### config.mk
export PLATFORM = sky130hd
export DESIGN_NAME = adc_conversion_sequencer
export DESIGN_NICKNAME = d
export VERILOG_FILES = /design/src/adc_seq_pkg.sv /design/src/adc_conversion_sequencer.sv /design/src/result_fifo.sv
export SDC_FILE = /design/constraint.sdc
export NUM_CORES = 1
export LEC_CHECK = 0
export ABC_AREA = 1
export BUFFER_PORTS_ARGS = -buffer_cell sky130_fd_sc_hd__buf_2
export CORE_MARGIN = 2
export CORE_UTILIZATION = 35
export CTS_BUF_LIST = sky130_fd_sc_hd__clkbuf_4 sky130_fd_sc_hd__clkbuf_8
export CTS_CLUSTER_SIZE = 12
export DETAILED_ROUTE_END_ITERATION = 8
export GPL_TIMING_DRIVEN = 0
export PLACE_DENSITY_LB_ADDON = 0.15
export SLEW_MARGIN = 20
export SYNTH_ARGS = -nofsm -noshare
export SYNTH_HDL_FRONTEND = slang
export SYNTH_SLANG_ARGS = --single-unit
### constraint.sdc
create_clock -name clk_sys -period 4.4 [get_ports clk_sys]
set_input_delay 0.88 -clock clk_sys [delete_from_list [all_inputs] [get_ports clk_sys]]
set_output_delay 0.88 -clock clk_sys [all_outputs]
set_load 0.005 [all_outputs]
### src/adc_seq_pkg.sv
package adc_seq_pkg;

   // Result width and clock figures
   localparam int unsigned DATA_W          = 14;
   localparam int unsigned FIFO_DEPTH      = 16;
   localparam int unsigned CLK_PERIOD_NS   = 40;
   localparam int unsigned CONV_CLOCKS     = 16;
   // Internal conversion time, in nanoseconds
   localparam int unsigned CONV_TIME_NS    = 2200;
   // Longest time, rounded down to whole cycles
   localparam int unsigned CONV_CYCLES     = CONV_TIME_NS / CLK_PERIOD_NS;
   // Hold entry delay, typical, in nanoseconds
   localparam int unsigned HOLD_DELAY_NS   = 15;
   localparam int unsigned HOLD_CYCLES     = (HOLD_DELAY_NS / CLK_PERIOD_NS) > 0 ?
                                             (HOLD_DELAY_NS / CLK_PERIOD_NS) : 1;
   // External clock quiet time after the trigger edge
   localparam int unsigned EXT_QUIET_NS    = 100;
   localparam int unsigned EXT_QUIET_CYC   = (EXT_QUIET_NS + CLK_PERIOD_NS - 1) / CLK_PERIOD_NS;
   localparam int unsigned CNT_W           = 6;
   localparam logic [CNT_W-1:0] CNT_RESET  = 6'h00;
   localparam logic [DATA_W-1:0] DATA_RESET = 14'h0000;

   // Conversion sequencer states
   typedef enum logic [1:0] {
      ST_IDLE,
      ST_CONVERT,
      ST_EOC_LOW,
      ST_EOC_WAIT
   } seq_state_t;

   // Two-stage synchroniser bank for the pins
   typedef struct packed {
      logic trig;
      logic ext_clk;
      logic cs_n;
      logic rd_n;
   } pin_sync_t;

   // One result word on its way to the bus
   typedef struct packed {
      logic              valid;
      logic [DATA_W-1:0] code;
   } result_t;

endpackage : adc_seq_pkg

### src/adc_conversion_sequencer.sv
`timescale 1ns/1ps
// Summary of operation
// - Trigger rising edge puts track/hold into hold and starts a conversion.
// - Busy output rises together with hold, three clock edges after the trigger edge, and stays high throughout conversion.
// - External clock pin high at trigger edge selects the external clock.
// - External clock pin low at trigger edge selects the internal oscillator.
// - External-clock conversions take sixteen clock edges; internal ones take CONV_CYCLES (55) system clock cycles.
// - At end of conversion busy falls and track/hold returns to tracking.
// - After busy falls, result is read on 14-bit bus with chip select, read.
// - Data outputs are enabled only while read and chip select are low.
// - Trigger level at conversion end decides how the busy output behaves.
// - With internal oscillator a conversion completes in 2.2 us.
// - Observing that read schedule, throughput reaches up to 400 kHz.
// - Hold is entered on the third system clock edge after the trigger edge, behind the two-stage synchroniser.
module adc_conversion_sequencer
   import adc_seq_pkg::*;
   (
   input  wire logic              clk_sys,
   input  wire logic              reset,
   input  wire logic              conversion_trigger,
   input  wire logic              external_conversion_clock,
   input  wire logic              cs_n,
   input  wire logic              rd_n,
   input  wire logic [DATA_W-1:0] sampled_code,
   output      logic              conversion_busy,
   output      logic              track_hold_hold,
   output      logic [DATA_W-1:0] data_out,
   output      logic              data_oe,
   output      logic              trigger_dropped
   );

   // Whole state of the sequencer in one struct
   typedef struct packed {
      pin_sync_t         sync1;
      pin_sync_t         sync2;
      logic              trig_prev;
      logic              ext_prev;
      logic              rd_act_prev;
      seq_state_t        state;
      logic              ext_sel;
      logic [CNT_W-1:0]  cyc_cnt;
      logic [CNT_W-1:0]  edge_cnt;
      logic              push;
      logic [DATA_W-1:0] code;
      result_t           result;
      logic              busy;
      logic              hold;
      logic [DATA_W-1:0] dout;
      logic              oe;
      logic              dropped;
   } seq_reg_t;

   seq_reg_t          r_q;
   seq_reg_t          r_d;
   logic              fifo_in_ready;
   logic              fifo_out_valid;
   logic              fifo_out_ready;
   logic [DATA_W-1:0] fifo_out_data;
   logic              trig_rise;
   logic              ext_rise;
   logic              rd_act;
   logic              read_end;
   logic              conv_done;

   // One step of either conversion counter; callers guard the end value
   function automatic logic [CNT_W-1:0] bump(input logic [CNT_W-1:0] v);
      bump = v + CNT_W'(1);
   endfunction : bump

   // Edges are taken from the second stage only
   assign trig_rise = r_q.sync2.trig && !r_q.trig_prev;
   assign ext_rise  = r_q.sync2.ext_clk && !r_q.ext_prev;
   assign rd_act    = !r_q.sync2.cs_n && !r_q.sync2.rd_n;
   assign read_end  = r_q.rd_act_prev && !rd_act;

   // Done after sixteen external clock edges, or CONV_CYCLES system clocks on the internal source
   always_comb
   begin
      conv_done = 1'b0;
      if (r_q.state == ST_CONVERT)
      begin
         if (r_q.ext_sel)
         begin
            conv_done = ext_rise && (r_q.cyc_cnt >= CNT_W'(EXT_QUIET_CYC))
                        && (r_q.edge_cnt == CNT_W'(CONV_CLOCKS - 1));
         end
         else
         begin
            conv_done = (r_q.cyc_cnt == CNT_W'(CONV_CYCLES - 1));
         end
      end
   end

   // Drain side: take the next word when the bus word is free or just read
   assign fifo_out_ready = !r_q.result.valid || read_end;

   result_fifo
      #(.WIDTH (DATA_W),
        .DEPTH (FIFO_DEPTH))
   u_fifo
      (.clk_sys   (clk_sys),
       .reset     (reset),
       .in_valid  (r_q.push),
       .in_ready  (fifo_in_ready),
       .in_data   (r_q.code),
       .out_valid (fifo_out_valid),
       .out_ready (fifo_out_ready),
       .out_data  (fifo_out_data));

   // Next-state logic for the whole sequencer
   always_comb
   begin
      r_d             = r_q;
      r_d.sync1       = '{trig: conversion_trigger, ext_clk: external_conversion_clock,
                          cs_n: cs_n, rd_n: rd_n};
      r_d.sync2       = r_q.sync1;
      r_d.trig_prev   = r_q.sync2.trig;
      r_d.ext_prev    = r_q.sync2.ext_clk;
      r_d.rd_act_prev = rd_act;
      r_d.push        = 1'b0;
      r_d.dropped     = 1'b0;

      case (r_q.state)
         ST_IDLE:
         begin
            // A full result queue refuses the trigger rather than lose a word
            if (trig_rise && fifo_in_ready)
            begin
               r_d.state    = ST_CONVERT;
               r_d.hold     = 1'b1;
               r_d.busy     = 1'b1;
               r_d.ext_sel  = r_q.sync2.ext_clk;
               r_d.code     = sampled_code;
               r_d.cyc_cnt  = CNT_RESET;
               r_d.edge_cnt = CNT_RESET;
            end
            else if (trig_rise)
            begin
               r_d.dropped = 1'b1;
            end
         end
         ST_CONVERT:
         begin
            // Edges inside the quiet window are ignored
            if (r_q.cyc_cnt != '1)
            begin
               r_d.cyc_cnt = bump(r_q.cyc_cnt);
            end
            if (ext_rise && (r_q.cyc_cnt >= CNT_W'(EXT_QUIET_CYC)))
            begin
               r_d.edge_cnt = bump(r_q.edge_cnt);
            end
            if (conv_done)
            begin
               r_d.busy = 1'b0;
               r_d.hold = 1'b0;
               r_d.push = 1'b1;
               // Trigger still high selects end-of-conversion pulse form
               r_d.state = r_q.sync2.trig ? ST_EOC_LOW : ST_IDLE;
            end
            else if (trig_rise)
            begin
               r_d.dropped = 1'b1;
            end
         end
         ST_EOC_LOW:
         begin
            // One cycle low marks the end, then the pin rests high
            r_d.busy  = 1'b1;
            r_d.state = ST_EOC_WAIT;
         end
         ST_EOC_WAIT:
         begin
            // Pin returns low once the trigger is released
            if (!r_q.sync2.trig)
            begin
               r_d.busy  = 1'b0;
               r_d.state = ST_IDLE;
            end
         end
         default:
         begin
            r_d.state = ST_IDLE;
         end
      endcase

      // Bus word follows the queue head
      if (fifo_out_ready)
      begin
         r_d.result.valid = fifo_out_valid;
         r_d.result.code  = fifo_out_valid ? fifo_out_data : r_q.result.code;
      end

      // Drive the bus only while both selects are low
      r_d.oe   = rd_act;
      r_d.dout = rd_act ? r_q.result.code : DATA_RESET;
   end

   // State register; synchronous reset to idle, tracking
   always_ff @(posedge clk_sys)
   begin
      if (reset)
      begin
         r_q                 <= '0;
         r_q.sync1.cs_n      <= 1'b1;
         r_q.sync1.rd_n      <= 1'b1;
         r_q.sync2.cs_n      <= 1'b1;
         r_q.sync2.rd_n      <= 1'b1;
         r_q.state           <= ST_IDLE;
         r_q.cyc_cnt         <= CNT_RESET;
         r_q.edge_cnt        <= CNT_RESET;
         r_q.code            <= DATA_RESET;
         r_q.result.code     <= DATA_RESET;
         r_q.dout            <= DATA_RESET;
      end
      else
      begin
         r_q <= r_d;
      end
   end

   // Outputs straight from flops
   assign conversion_busy = r_q.busy;
   assign track_hold_hold = r_q.hold;
   assign data_out        = r_q.dout;
   assign data_oe         = r_q.oe;
   assign trigger_dropped = r_q.dropped;

endmodule : adc_conversion_sequencer

### src/result_fifo.sv
`timescale 1ns/1ps
module result_fifo
   #(parameter int unsigned WIDTH = 14,
     parameter int unsigned DEPTH = 16)
   (
   input  wire logic             clk_sys,
   input  wire logic             reset,
   input  wire logic             in_valid,
   output      logic             in_ready,
   input  wire logic [WIDTH-1:0] in_data,
   output      logic             out_valid,
   input  wire logic             out_ready,
   output      logic [WIDTH-1:0] out_data
   );

   localparam int unsigned AW = $clog2(DEPTH);

   typedef struct packed {
      logic [AW-1:0] wr_ptr;
      logic [AW-1:0] rd_ptr;
      logic [AW:0]   count;
   } fifo_state_t;

   logic [WIDTH-1:0] mem_q [DEPTH];
   fifo_state_t      st_q;
   fifo_state_t      st_d;
   logic             push;
   logic             pop;

   // Honest flags from the occupancy count
   assign in_ready  = (st_q.count != (AW+1)'(DEPTH));
   assign out_valid = (st_q.count != '0);
   assign out_data  = mem_q[st_q.rd_ptr];
   assign push      = in_valid && in_ready;
   assign pop       = out_valid && out_ready;

   // Pointer and count update
   always_comb
   begin
      st_d = st_q;
      if (push)
      begin
         st_d.wr_ptr = st_q.wr_ptr + AW'(1);
      end
      if (pop)
      begin
         st_d.rd_ptr = st_q.rd_ptr + AW'(1);
      end
      if (push && !pop)
      begin
         st_d.count = st_q.count + (AW+1)'(1);
      end
      else if (pop && !push)
      begin
         st_d.count = st_q.count - (AW+1)'(1);
      end
   end

   always_ff @(posedge clk_sys)
   begin
      if (reset)
      begin
         st_q <= '0;
      end
      else
      begin
         st_q <= st_d;
      end
   end

   // Storage needs no reset; count guards it
   always_ff @(posedge clk_sys)
   begin
      if (push)
      begin
         mem_q[st_q.wr_ptr] <= in_data;
      end
   end

endmodule : result_fifo

==> results of run 1 <==
## power groups by stage
stage | clock [uW] | combinational (uW) | sequential (uW)
finish | 2570 | 2050 | 3370
global route | 2760 | 2320 | 3390
CTS | 2640 | 2070 | 3380
floorplan | 0 | 1430 | 3380
global placement | 0 | 2050 | 3430
detailed placement | 0 | 2060 | 3440
## synthesized netlist by cell type (2+ instances only)
master / instances / area, um^2
a21oi_1: 43 / 215
buf_1: 3 / 11.3
buf_2: 20 / 100
buf_4: 20 / 150
buf_6: 12 / 135
clkbuf_1: 16 / 60.1
clkinv_1: 2 / 7.51
dfxtp_1: 86 / 1720
edfxtp_1: 224 / 6730
ha_1: 12 / 150
inv_1: 66 / 248
inv_2: 5 / 18.8
nand2_1: 68 / 255
nand2_4: 3 / 33.8
nand3_1: 98 / 490
nand4_1: 3 / 18.8
nor2_1: 302 / 1130
nor2_2: 3 / 18.8
nor2_4: 4 / 45.0
nor3_1: 3 / 15.0
o211ai_1: 15 / 113
o21ai_0: 86 / 430
o21ai_1: 56 / 280
or2_2: 4 / 25.0
xor2_1: 5 / 43.8
## stage by stage
| stage | util, % | area (um^2) | power [uW] | instances |
|---|---|---|---|---|
| finish | 40.7 | 14400 | 8000 | 1764 |
| global route | 40.7 | 14400 | 8470 | 1764 |
| CTS | 40.7 | 14400 | 8080 | 1764 |
| detailed placement | 37.7 | 13400 | 5490 | 1667 |
| global placement | 37.6 | 13300 | 5480 | 1666 |
| floorplan | - | 12500 | 4810 | 1168 |
## how the worst max path moves through the flow
stage | slack, ns | cells after the start | endpoint
global route | 1.39 | 14 | u_fifo.st_q[4]$_SDFFE_PP0P_
finish | 1.80 | 14 | u_fifo.st_q[4]$_SDFFE_PP0P_
CTS | 1.78 | 14 | u_fifo.st_q[4]$_SDFFE_PP0P_
detailed placement | 1.79 | 14 | u_fifo.st_q[4]$_SDFFE_PP0P_
global placement | 1.67 | 6 | u_fifo.mem_q[12][12]$_DFFE_PP_
floorplan | 2.20 | 14 | u_fifo.st_q[4]$_SDFFE_PP0P_
## flip-flops by register name (all words and copies together), names as in the netlist, named ones only
signal	flops
trigger_dropped	1
data_oe	1
u_fifo.st_q	13
data_out	14
r_d	6
conversion_busy	1
u_fifo.mem_q	224
track_hold_hold	1
r_q	48
## routing by layer
| layer | wire, um | track usage (%) | share of wire [%] |
|---|---|---|---|
| met1 | 15700 | 25.4 | 48 |
| met2 | 14100 | 26.1 | 43 |
| met3 | 1870 | 3.42 | 5.7 |
| met4 | 981 | 6.42 | 3.0 |
| met5 | 0 | 0 | 0 |
## cell families after synthesis
group / Yosys count
AO/OA/AOI/OAI: 202
XOR/XNOR: 6
adder cells (fa/ha/maj): 13
buffers and inverters: 147
flip-flops: 310
AND/OR/NAND/NOR: 490
## area by class of cell
type                            instances  area (um^2)
Inverter                               74          280
Multi-Input combinational cell        711         3370
Clock buffer                           84         1000
Tap cell                              461          577
Fill cell                            3473        21000
Clock inverter                         13         58.8
Sequential cell                       310         8450
Buffer                                 73          482
Timing Repair Buffer                   38          196
## critical path, stage by stage (launching register included)
cell,delay [ns]
dfxtp_1,0.35
nor2_1,0.16
nand4_1,0.12
nand2_1,0.11
buf_2,0.22
buf_2,0.28
ha_1,0.18
inv_1,0.11
ha_1,0.34
a21oi_1,0.16
nand2_1,0.09
o21ai_0,0.21
nand2_1,0.08
nand2_1,0.06
nor2_1,0.04
==> results by stage, run 1 <==
Outcome:
- The flow ran to the end, and the final reports show no timing, DRC or antenna violations.

Synth:
- A synthesized cell averages approximately 11 um^2.
- After technology mapping, the gate count stands at about 1200.
- The number of nets in the synthesized netlist is between 1000 and 1500.
- After synthesis the netlist holds a flip-flop and latch count of 310.
- The arithmetic-cell share of the synthesized area counting full adders, half adders and majority gates is under 10%.
- The mux contribution to synthesized area is 0%.
- The number of warnings printed during yosys synthesis is 0.
- The dominant combinational cell family by area after synthesis is simple AND/OR/NAND/NOR gates.
- Summing the areas of all and, or, nand and nor instances in the mapped netlist gives between 15 and 20% of the synthesized area.
- Among all flip-flop cells after synthesis, the most frequent one is edfxtp_1.
- The proportion of synthesized chip area in sequential cells is 67.4%.
- Of the total synthesized cell area, the portion taken by XOR and XNOR cells is less than 1%.
- The number of enable-type register cells in the synthesized netlist is about 220.
- The synthesized netlist devotes under 10% of its cell area to compound gates.
- Yosys mapped the design onto 34 distinct sky130hd cell types.
- Of all flip-flops after synthesis, the portion carrying an async set or reset was 0%.
- Summing every instance area after synthesis gives 12500 um^2.

Worst setup path:
- By startpoint and endpoint, the worst setup path is classified as reg2reg.
- For flop-to-flop paths, the worst setup slack is 1.80 ns.
- STA puts the critical path data arrival time at ~3.1 ns.
- Tracing the worst setup path back leads to its startpoint at u_fifo.st_q[0]$_SDFFE_PP0P_.
- Along the worst path, the maximum fanout reaches 10.
- For the worst flop-to-flop path, the logic depth is 14.
- The startpoint type of the worst setup path is a register.
- The element type at the critical path end is a register.
- The destination of the worst register-to-register timing path is u_fifo.st_q[4]$_SDFFE_PP0P_.
- The startpoint identified for the worst register-to-register timing path is u_fifo.st_q[0]$_SDFFE_PP0P_.
- At the worst endpoint, the required time is around 5 ns.

GRT:
- The number of antenna violations at the first check in global routing is 0.
- Entering global routing, the biggest net connects 18 pins.
- The total track usage is between 10% and 20%.
- After global routing the overflow that remains totals 0.
- The first global-routing pass estimated 49.7 mm of wire.
- The via count of the first global-routing pass is roughly 8300.

Cells and area:
- The share of cells above drive strength 1 is about 17%.
- The relative area change from synthesis to final layout is 14.9%.
- The number of antenna repair diodes is 0.
- Leaving out fill and tap cells, the most frequent cells in the layout are 286 x nor2_1, 224 x edfxtp_1, 98 x nand3_1, 86 x o21ai_0, 86 x dfxtp_1.
- Leaving out fill and tap cells, the most frequent cell in the layout is nor2_1.
- The number of nets in the finished design is 1293.

Floorplanning:
- The overall die height is just under 200 um.
- The number of ports placed on the die boundary is 38.
- The width of the chip is 193 um.
- The total die area is between 30000 and 40000 um^2.
- The row count is between 60 and 70.
- The initial utilization of the core area, before any placement, comes to 35.4%.
- After floorplanning, the core was sized to cover between 30000 and 40000 um^2.

Power and ir drop:
- The analysis attributes to net switching a power of 2610 uW.
- The design internal power is roughly 5400 uW.
- The clock network accounts for around a third of the total power.
- The combinational fraction of design power is 25.7%.
- The leakage power is ~0.0053 uW.
- Net switching is between 30% and 40% of the power.
- The areal power density over the cells is between 500 and 600 nW/um^2.
- IR analysis of the VDD net gives a maximum drop of about 230 uV.
- Per report_power, the sequential group accounts for ~42% of the total.

Timing:
- The remaining max-slew budget at the tightest pin is between 30% and 40%.
- For the final routed database, the setup TNS stands at 0 ns.
- The final hold slack is roughly 0.40 ns.
- The setup-violating endpoint count in the final report is 0.
- The hold violation count in the final report was 0.
- The shortest period the worst path allows is around 2.6 ns.
- In the finished design, the share of the clock period the worst path needs comes to between 50 and 60%.
- For the final database, setup skew stands at ~0.03 ns.
- The slew of the pin with the lowest slew margin is 1.02 ns.
- The worst path meets setup with 1.80 ns of slack.
- The max-slew violation count came to 0.
- Based on the critical path, the design can be clocked at up to 0.384 GHz.
- Setup repair after global routing left no endpoint under its margin.

CTS:
- The number of hold-repair buffers added at the cts stage is 0.
- No sink is reached through more buffers than the 3 on the longest clock path.
- After clock tree synthesis, the clock-pin slew on the worst setup and hold paths is roughly 0.060 ns.
- The H-tree was split into 2 levels.
- The buffers inserted during post-CTS setup optimization is 0.
- The clock latency on the worst-skew pair is roughly 0.6 ns.
- The number of buffers inserted during clock tree synthesis is 52.
- Gates resized during post-CTS repair numbered 0.
- CTS placed an instance of clkbuf_8 at the clock tree root.
- The tree built by TritonCTS fans out to between 300 and 400 sinks.
- TritonCTS built the clock tree.

Route:
- The remaining routing DRC violations is 0.
- The final layout contains routed wiring with a total length of around 33 mm.
- The detailed-routing iteration count for the pre-antenna-repair pass is 5.
- The wire length per cell after detailed routing is between 15 and 20 um.
- The number of violations reported at the end of detailed-routing iteration 0 is 655.
- The number of vias per cell is around 4.8.
- The via count is 8439.
- The number of nets still failing antenna checks after routing is 0.

Place:
- The detailed placer's ending HPWL is ~22 mm.
- The routability congestion estimate is approximately 0.83.
- The worst setup slack after placement is between 1.5 and 2 ns.
- Buffers placed on the I/O ports in this run total 37.

Min path:
- In this run the most critical hold path is launched from r_d[67]$_SDFF_PP1_.
- The path category of the worst min-delay check is reg2reg.
- Along the worst hold path, the cell count comes to 1.
- The worst hold path terminates at r_q[67]$_SDFF_PP1_.

Run:
- Across the run, the number of max-cap violations was 0.
Power figures use the tool's default switching activity.
==> run 2, diff against run 1 <==
==> constraint.sdc (replaced) <==
create_clock -name clk_sys -period 2.4 [get_ports clk_sys]
set_input_delay 0.48 -clock clk_sys [delete_from_list [all_inputs] [get_ports clk_sys]]
set_output_delay 0.48 -clock clk_sys [all_outputs]
set_load 0.005 [all_outputs]
==> run 2 against run 1 <==
Hold slack got worse by 0.31 ns. Global-route usage did not move. First-iteration DRC count decreased by 7.2%. Die area unchanged. Core utilization grew 0.20 points. Count of clock-buffer cells in the layout did not move. Clock power increased by 83%. Combinational power increased by 89%. Design area increased by 0.50%. Register-to-register slack lost 1.5 ns. Sequential power is 84% higher. Flip-flop and latch count did not move. Largest cell class unchanged. Largest power group unchanged. Highest routed layer unchanged.
==> results by stage, run 2 (synthesis gave the netlist of run 1 again) <==
Route:
- The total length of routed wires is 32.7 mm (unchanged).
- The number of nets still failing antenna checks after routing is 0 (unchanged).
- The via count is 8451 (+0.14%).
- The detailed-routing iteration count for the pre-antenna-repair pass was 5 (unchanged).
- The number of vias per cell is 4.77 (-0.20%).
- The wire length per cell after detailed routing is 18.5 um (-0.34%).
- The number of violations reported at the end of detailed-routing iteration 0 is 608 (-7.2%).
- The remaining routing DRC violations is 0 (unchanged).

Cells and area:
- The number of nets in the finished design is 1299 (+0.46%).
- The core utilization of the finished layout is 40.9% (+0.20 points).
- Counting flops per register, the top entry is u_fifo.mem_q.
- In the layout the commonest cells are 285 x nor2_1, 224 x edfxtp_1, 98 x nand3_1, 84 x dfxtp_1, 83 x o21ai_0.
- The relative area change from synthesis to final layout is 15.5%.
- The number of flip-flops under the largest register name is 224 (unchanged).
- The library cell used most frequently in the layout, excluding fill and tap cells, is nor2_1.
- The share of cells above drive strength 1 came to 17.6% (+0.84 points).
- The number of filler instances in the final layout is 3461 (-0.35%).
- The number of antenna repair diodes is 0 (unchanged).

Outcome:
- The flow ran to the end, and the final reports show no timing, DRC or antenna violations.

Timing:
- The fraction of the cycle the final worst path needs is 89.2% (+30 points).
- The clock tree skew after final layout came to 0.0296 ns (-0.000680 ns).
- The setup-violating endpoint count in the final report was 0 (unchanged).
- The upper clock frequency limit was 0.467 GHz (+22%).
- The final hold slack is 0.0835 ns (-0.315 ns).
- The slew of the pin with the lowest slew margin came to 1.09 ns (+0.0720 ns).
- The shortest period the worst path allows was 2.14 ns (-0.465 ns).
- The hold violation count in the final report is 0 (unchanged).
- The max-slew violation count is 0 (unchanged).
- The remaining max-slew budget at the tightest pin was 27.2% (-4.8 points).
- Setup repair after global routing left no endpoint under its margin.

Min path:
- The worst hold path depth is 2 (+1).
- The path category of the worst min-delay check is in2reg.
- The worst hold path terminates at r_d[66]$_SDFF_PP1_.
- In this run the most critical hold path is launched from rd_n.

GRT:
- The total track usage is 17.5% (unchanged).
- The wire length of the first global-routing pass is 49.7 mm (about the same).
- The via count of the first global-routing pass is 8343 (-0.012%).
- The final global-route overflow total is 0 (unchanged).
- The number of antenna violations at the first check in global routing was 0 (unchanged).
- The maximum number of pins on one net before global-route repair came to 18 (unchanged).

Worst setup path:
- The data required time of the critical path is 2.60 ns (-2.27 ns).
- The highest cell delay on the worst timing path was 0.73 ns (+0.38 ns).
- The startpoint type of the worst setup path is a register.
- The count of buffer and inverter cells on the critical path came to 2 (-1).
- Broken down by cell family, the worst path's largest delay share belongs to simple AND/OR/NAND/NOR gates.
- Walking the worst path, the cells encountered are inv_1 > nand4_1 > nand2_2 > inv_1 > nand2_1 > nor2_2.
- The depth of the worst register-to-register path is 6 (-8).
- The worst setup path is of the reg2reg kind.
- The startpoint identified for the worst register-to-register timing path is u_fifo.st_q[1]$_SDFFE_PP0P_.
- The critical-path maximum fanout is 14 (+4).
- The arrival time of the worst setup path is 2.34 ns (-0.73 ns).
- STA classifies the critical path endpoint as a register.
- On the critical path, the stage with the largest delay is an instance of nor2_2.
- The endpoint identified for the worst register-to-register timing path is u_fifo.mem_q[1][11]$_DFFE_PP_.
- The register-to-register setup slack is 0.26 ns (-1.54 ns).
- In this design, the critical path's most frequently occurring cell is inv_1.

CTS:
- The number of hold-repair buffers added at the cts stage is 0 (unchanged).
- The tree is rooted in a clkbuf_8.
- The clock transition at the register clock pins on the worst setup and hold paths after CTS is 0.06 ns (about the same).
- The number of clock sinks seen by CTS is 310 (unchanged).
- The maximum root-to-sink buffer count is 3 (unchanged).
- The CTS H-tree depth was 2 (unchanged).
- The number of buffers inserted during clock tree synthesis is 52 (unchanged).
- TritonCTS built the clock tree.
- The clock latency on the worst-skew pair is 0.59 ns (about the same).

Floorplanning:
- The initial core utilization was 35.4% (unchanged).
- The placeable core region is 35400 um^2 (unchanged).
- The row count is 69 (unchanged).
- The overall die height came to 193 um (unchanged).
- The total die area came to 37400 um^2 (unchanged).
- The number of ports placed on the die boundary is 38 (unchanged).
- The width of the chip is 193 um (unchanged).

Power and ir drop:
- The worst-case vdd ir drop was 422 uV (+84%).
- The areal power density over the cells is 1020 nW/um^2 (+84%).
- The leakage power is 0.00536 uW (+0.65%).

Place:
- The routability congestion estimate is 0.834 (unchanged).
- The number of I/O port buffers was 37 (unchanged).
- The detailed placer's ending HPWL is 21.7 mm (unchanged).

Run:
- The max capacitance violation total is 0 (unchanged).
[run 2: changes by cell type in the layout (fill, tap and decap cells not counted), sizes merged]
cell and change:
buf +6
[run 2: worst max path at each step]
stage	startpoint	endpoint	depth (start not counted)
after detailed placement	u_fifo.st_q[0]$_SDFFE_PP0P_	u_fifo.st_q[4]$_SDFFE_PP0P_	14
final	u_fifo.st_q[1]$_SDFFE_PP0P_	u_fifo.mem_q[1][11]$_DFFE_PP_	6
after global placement	u_fifo.st_q[0]$_SDFFE_PP0P_	u_fifo.mem_q[12][12]$_DFFE_PP_	6
after floorplan	u_fifo.st_q[0]$_SDFFE_PP0P_	u_fifo.st_q[4]$_SDFFE_PP0P_	14
after global routing	u_fifo.st_q[0]$_SDFFE_PP0P_	u_fifo.st_q[4]$_SDFFE_PP0P_	14
after CTS	u_fifo.st_q[0]$_SDFFE_PP0P_	u_fifo.st_q[4]$_SDFFE_PP0P_	14
[run 2: area by class of cell]
class / count / area, um^2 / share of cell area [%]
clock buffer: 84 / 1000 / 6.90
inverter: 74 / 280 / 1.94
sequential: 310 / 8450 / 58.4
buffer: 72 / 492 / 3.40
tap: 461 / 577 / 3.98
multi-input combinational: 711 / 3380 / 23.3
timing repair buffer: 45 / 249 / 1.72
clock inverter: 13 / 58.8 / 0.406
[run 2: power by group]
group	internal [uW]	switching (uW)	leakage (uW)	total, uW
combinational	1360	2510	0.00203	3870
sequential	5980	212	0.00277	6190
clock	2620	2080	0.000561	4700
[run 2: repair_timing]
item | in CTS | in global routing
pin swaps | 0 | 3
setup endpoints to repair | 3 | 178
buffers inserted | 0 | 7
resized for setup | 5 | 9
[run 2: metrics by stage]
step	TNS [ns]	worst slack, ns	total power, uW	cell area [um^2]	instances
finish	0	0.260	14800	14500	1770
detailed placement	-0.407	-0.212	10100	13400	1667
global route	0	0.0121	15600	14500	1770
floorplan	0	0.198	8820	12500	1168
global placement	-46.48	-0.335	10000	13300	1666
CTS	0	0.0197	14800	14400	1764
[run 2: routing by layer]
metal / wire length, um / vias up / GRT usage (%)
met5: 0 / - / 0
met4: 976 / 0 / 6.42
met3: 2000 / 60 / 3.42
met2: 14100 / 215 / 26.1
met1: 15600 / 4001 / 25.4
li1: - / 4175 / -
==> run 3, diff against run 2 <==
--- a/config.mk
+++ b/config.mk
@@ -8,8 +8,8 @@
 export ABC_AREA = 1
 export BUFFER_PORTS_ARGS = -buffer_cell sky130_fd_sc_hd__buf_2
 export CORE_MARGIN = 2
-export CORE_UTILIZATION = 35
-export CTS_BUF_LIST = sky130_fd_sc_hd__clkbuf_4 sky130_fd_sc_hd__clkbuf_8
+export CORE_UTILIZATION = 40
+export CTS_BUF_LIST = sky130_fd_sc_hd__clkbuf_16
 export CTS_CLUSTER_SIZE = 12
 export DETAILED_ROUTE_END_ITERATION = 8
 export GPL_TIMING_DRIVEN = 0
==> run 3 against run 2 <==
Sequential share of layout area up 0.50 points. Final cell count down 5.9%. First-iteration DRC count up 17%. Design area down 0.85%. Clock skew down 0.0099 ns. Critical endpoint is now u_fifo.mem_q[12][4]$_DFFE_PP_.
==> results by stage, run 3 (synthesis gave the netlist of run 1 again) <==
Outcome:
- The flow ran to the end, and the final reports show no timing, DRC or antenna violations.

Route:
- The via count is 8386 (-0.77%).
- The number of nets still failing antenna checks after routing is 0 (unchanged).
- The number of vias per cell came to 5.04 (+5.5%).
- The wire length per cell after detailed routing is 18.6 um (+0.50%).
- The total length of routed wires is 30.9 mm (-5.5%).
- The detailed-routing iteration count for the pre-antenna-repair pass is 5 (unchanged).
- The number of violations reported at the end of detailed-routing iteration 0 is 710 (+17%).
- The remaining routing DRC violations was 0 (unchanged).

Timing:
- The final hold slack was 0.160 ns (+0.0769 ns).
- The slew of the pin with the lowest slew margin came to 1.00 ns (-0.0905 ns).
- The upper clock frequency limit is 0.460 GHz (-1.7%).
- The shortest period the worst path allows is 2.18 ns (+0.0363 ns).
- Setup repair after global routing left no endpoint under its margin.
- The fraction of the cycle the final worst path needs is 90.7% (+1.5 points).
- The setup-violating endpoint count in the final report is 0 (unchanged).
- The max-slew violation count was 0 (unchanged).
- The final setup TNS was 0 ns (unchanged).
- The remaining max-slew budget at the tightest pin came to 33.3% (+6.0 points).
- The clock tree skew after final layout is 0.0197 ns (-0.00987 ns).
- The hold violation count in the final report is 0 (unchanged).

GRT:
- The wire length of the first global-routing pass is 47.0 mm (-5.5%).
- The maximum number of pins on one net before global-route repair is 18 (unchanged).
- The total track usage is 19.1% (+1.6 points).
- The final global-route overflow total is 0 (unchanged).
- The number of antenna violations at the first check in global routing came to 0 (unchanged).
- The via count of the first global-routing pass is 7999 (-4.1%).

Floorplanning:
- The overall die height came to 181 um (-6.3%).
- The row count is 64 (-7.2%).
- The total die area is 32800 um^2 (-12%).
- The number of ports placed on the die boundary is 38 (unchanged).
- The initial core utilization is 40.8% (+5.4 points).
- The placeable core region is 30700 um^2 (-13%).
- The width of the chip is 181 um (-6.3%).

Cells and area:
- The number of flip-flops under the largest register name was 224 (unchanged).
- u_fifo.mem_q holds more flip-flops than any other register.
- The share of cells above drive strength 1 came to 14.3% (-3.3 points).
- The number of filler instances in the final layout is 2902 (-16%).
- In the layout the commonest cells are 285 x nor2_1, 224 x edfxtp_1, 98 x nand3_1, 85 x o21ai_0, 84 x dfxtp_1.
- The area growth from synthesis to layout is 14.5%.
- The most common cell after layout, fill and taps aside is nor2_1.
- The number of antenna repair diodes is 0 (unchanged).
- The number of nets in the finished design is 1276 (-1.8%).
- The final standard cell count with taps included and fillers excluded is 1665 (-5.9%).

Min path:
- The path category of the worst min-delay check is in2reg.
- The startpoint identified for the worst hold timing path is cs_n.
- The worst hold path depth came to 2 (unchanged).
- The worst min-delay path endpoint is r_d[67]$_SDFF_PP1_.

Worst setup path:
- The register-to-register setup slack is 0.22 ns (-0.04 ns).
- The worst setup path is captured at a register.
- The highest cell delay on the worst timing path was 0.74 ns (about the same).
- The arrival time of the worst setup path is 2.31 ns (-0.03 ns).
- The depth of the worst register-to-register path is 6 (unchanged).
- The worst register-to-register path ends at u_fifo.mem_q[12][4]$_DFFE_PP_.
- The critical-path maximum fanout is 14 (unchanged).
- On the critical path, the stage with the largest delay is an instance of nor2_2.
- The worst register-to-register path begins at u_fifo.st_q[0]$_SDFFE_PP0P_.
- The startpoint type of the worst setup path is a register.
- The most critical setup path has its startpoint at u_fifo.st_q[0]$_SDFFE_PP0P_.
- The startpoint-to-endpoint class of the critical path is reg2reg.
- The data required time of the critical path came to 2.53 ns (-0.07 ns).
- The critical path goes through nor2_4 > nand4_1 > nand2_2 > inv_1 > nand2_1 > nor2_2.

Place:
- The number of instances in the placed design is 1601 (-4.0%).
- The detailed placer's ending HPWL came to 20.9 mm (-3.9%).
- The number of I/O port buffers came to 37 (unchanged).
- The routability congestion estimate is 0.850 (+2.0%).

CTS:
- The TritonCTS clock tree is built.
- The clock latency on the worst-skew pair was 0.51 ns (-0.08 ns).
- The clock root buffer is clkbuf_16.
- The clock transition at the register clock pins on the worst setup and hold paths after CTS is 0.06 ns (about the same).
- The number of buffers inserted during clock tree synthesis is 34 (-35%).
- The number of clock sinks seen by CTS is 310 (unchanged).
- The maximum root-to-sink buffer count is 3 (unchanged).
- The CTS H-tree depth is 2 (unchanged).

Power and ir drop:
- The leakage power was 0.00535 uW (-0.10%).
- The worst-case vdd ir drop was 473 uV (+12%).
- The areal power density over the cells was 1030 nW/um^2 (+1.5%).

Run:
- The max capacitance violation total came to 0 (unchanged).
## run 3: changes by cell type in the layout (fill, tap and decap cells not counted), moves of 2 or more
cell	delta
buf_4	-4
clkbuf_16	+37
clkbuf_4	-25
clkbuf_8	-59
clkinv_1	-6
clkinv_2	+3
clkinvlp_4	-2
inv_1	+15
o21ai_0	+2
o21ai_1	-2
## run 3: critical path, delay by kind of cell, from the launching register on
kind                   cells  cell delay, ns
AND/OR/NAND/NOR            5            1.24
flip-flops                 1            0.40
buffers and inverters      1            0.16
## run 3: stage by stage
stage,power (uW),instance area (um^2),utilization (%),setup WS (ns)
6_report,14900,14400,46.7,0.224
2_1_floorplan,8820,12500,-,0.198
3_3_place_gp,9990,13200,43.0,-0.280
4_1_cts,14900,14300,46.6,-0.00679
3_5_place_dp,10000,13300,43.1,-0.234
5_1_grt,15600,14400,46.7,0.00898
## run 3: layout make-up
cell class                      count  area [um^2]  share of cell area (%)
Buffer                             72          492                    3.42
Timing Repair Buffer               40          208                    1.45
Inverter                           74          280                    1.95
Clock inverter                     25          126                   0.880
Tap cell                          396          495                    3.45
Sequential cell                   310         8450                    58.9
Multi-Input combinational cell    711         3380                    23.5
Clock buffer                       37          926                    6.45
## run 3: worst max-delay path by stage
stage	slack, ns	endpoint	cells after the start
after global routing	0.009	u_fifo.st_q[4]$_SDFFE_PP0P_	13
after floorplan	0.20	u_fifo.st_q[4]$_SDFFE_PP0P_	14
final	0.22	u_fifo.mem_q[12][4]$_DFFE_PP_	6
after detailed placement	-0.23	u_fifo.st_q[4]$_SDFFE_PP0P_	14
after global placement	-0.28	u_fifo.mem_q[12][11]$_DFFE_PP_	6
after CTS	-0.007	u_fifo.st_q[4]$_SDFFE_PP0P_	15
## run 3: metal layers
layer / GRT usage [%] / up-vias / part of all wire, %
li1: - / 4128 / -
met1: 27.9 / 3963 / 46
met3: 2.66 / 42 / 6.5
met4: 6.37 / 0 / 2.7
met2: 29.4 / 253 / 44
met5: 0 / - / 0
## run 3: repair_timing
item                       in CTS  in global routing
gates resized for setup         6                  9
buffers inserted                0                  3
setup endpoints to repair      17                 56
gates cloned                    0                  0
hold buffers                    0                  0
pin swaps                       0                  4
## run 3: power breakdown
group | switching (uW) | internal (uW) | total (uW)
Combinational | 2460 | 1330 | 3790
Clock | 2010 | 2870 | 4880
Sequential | 208 | 5980 | 6190
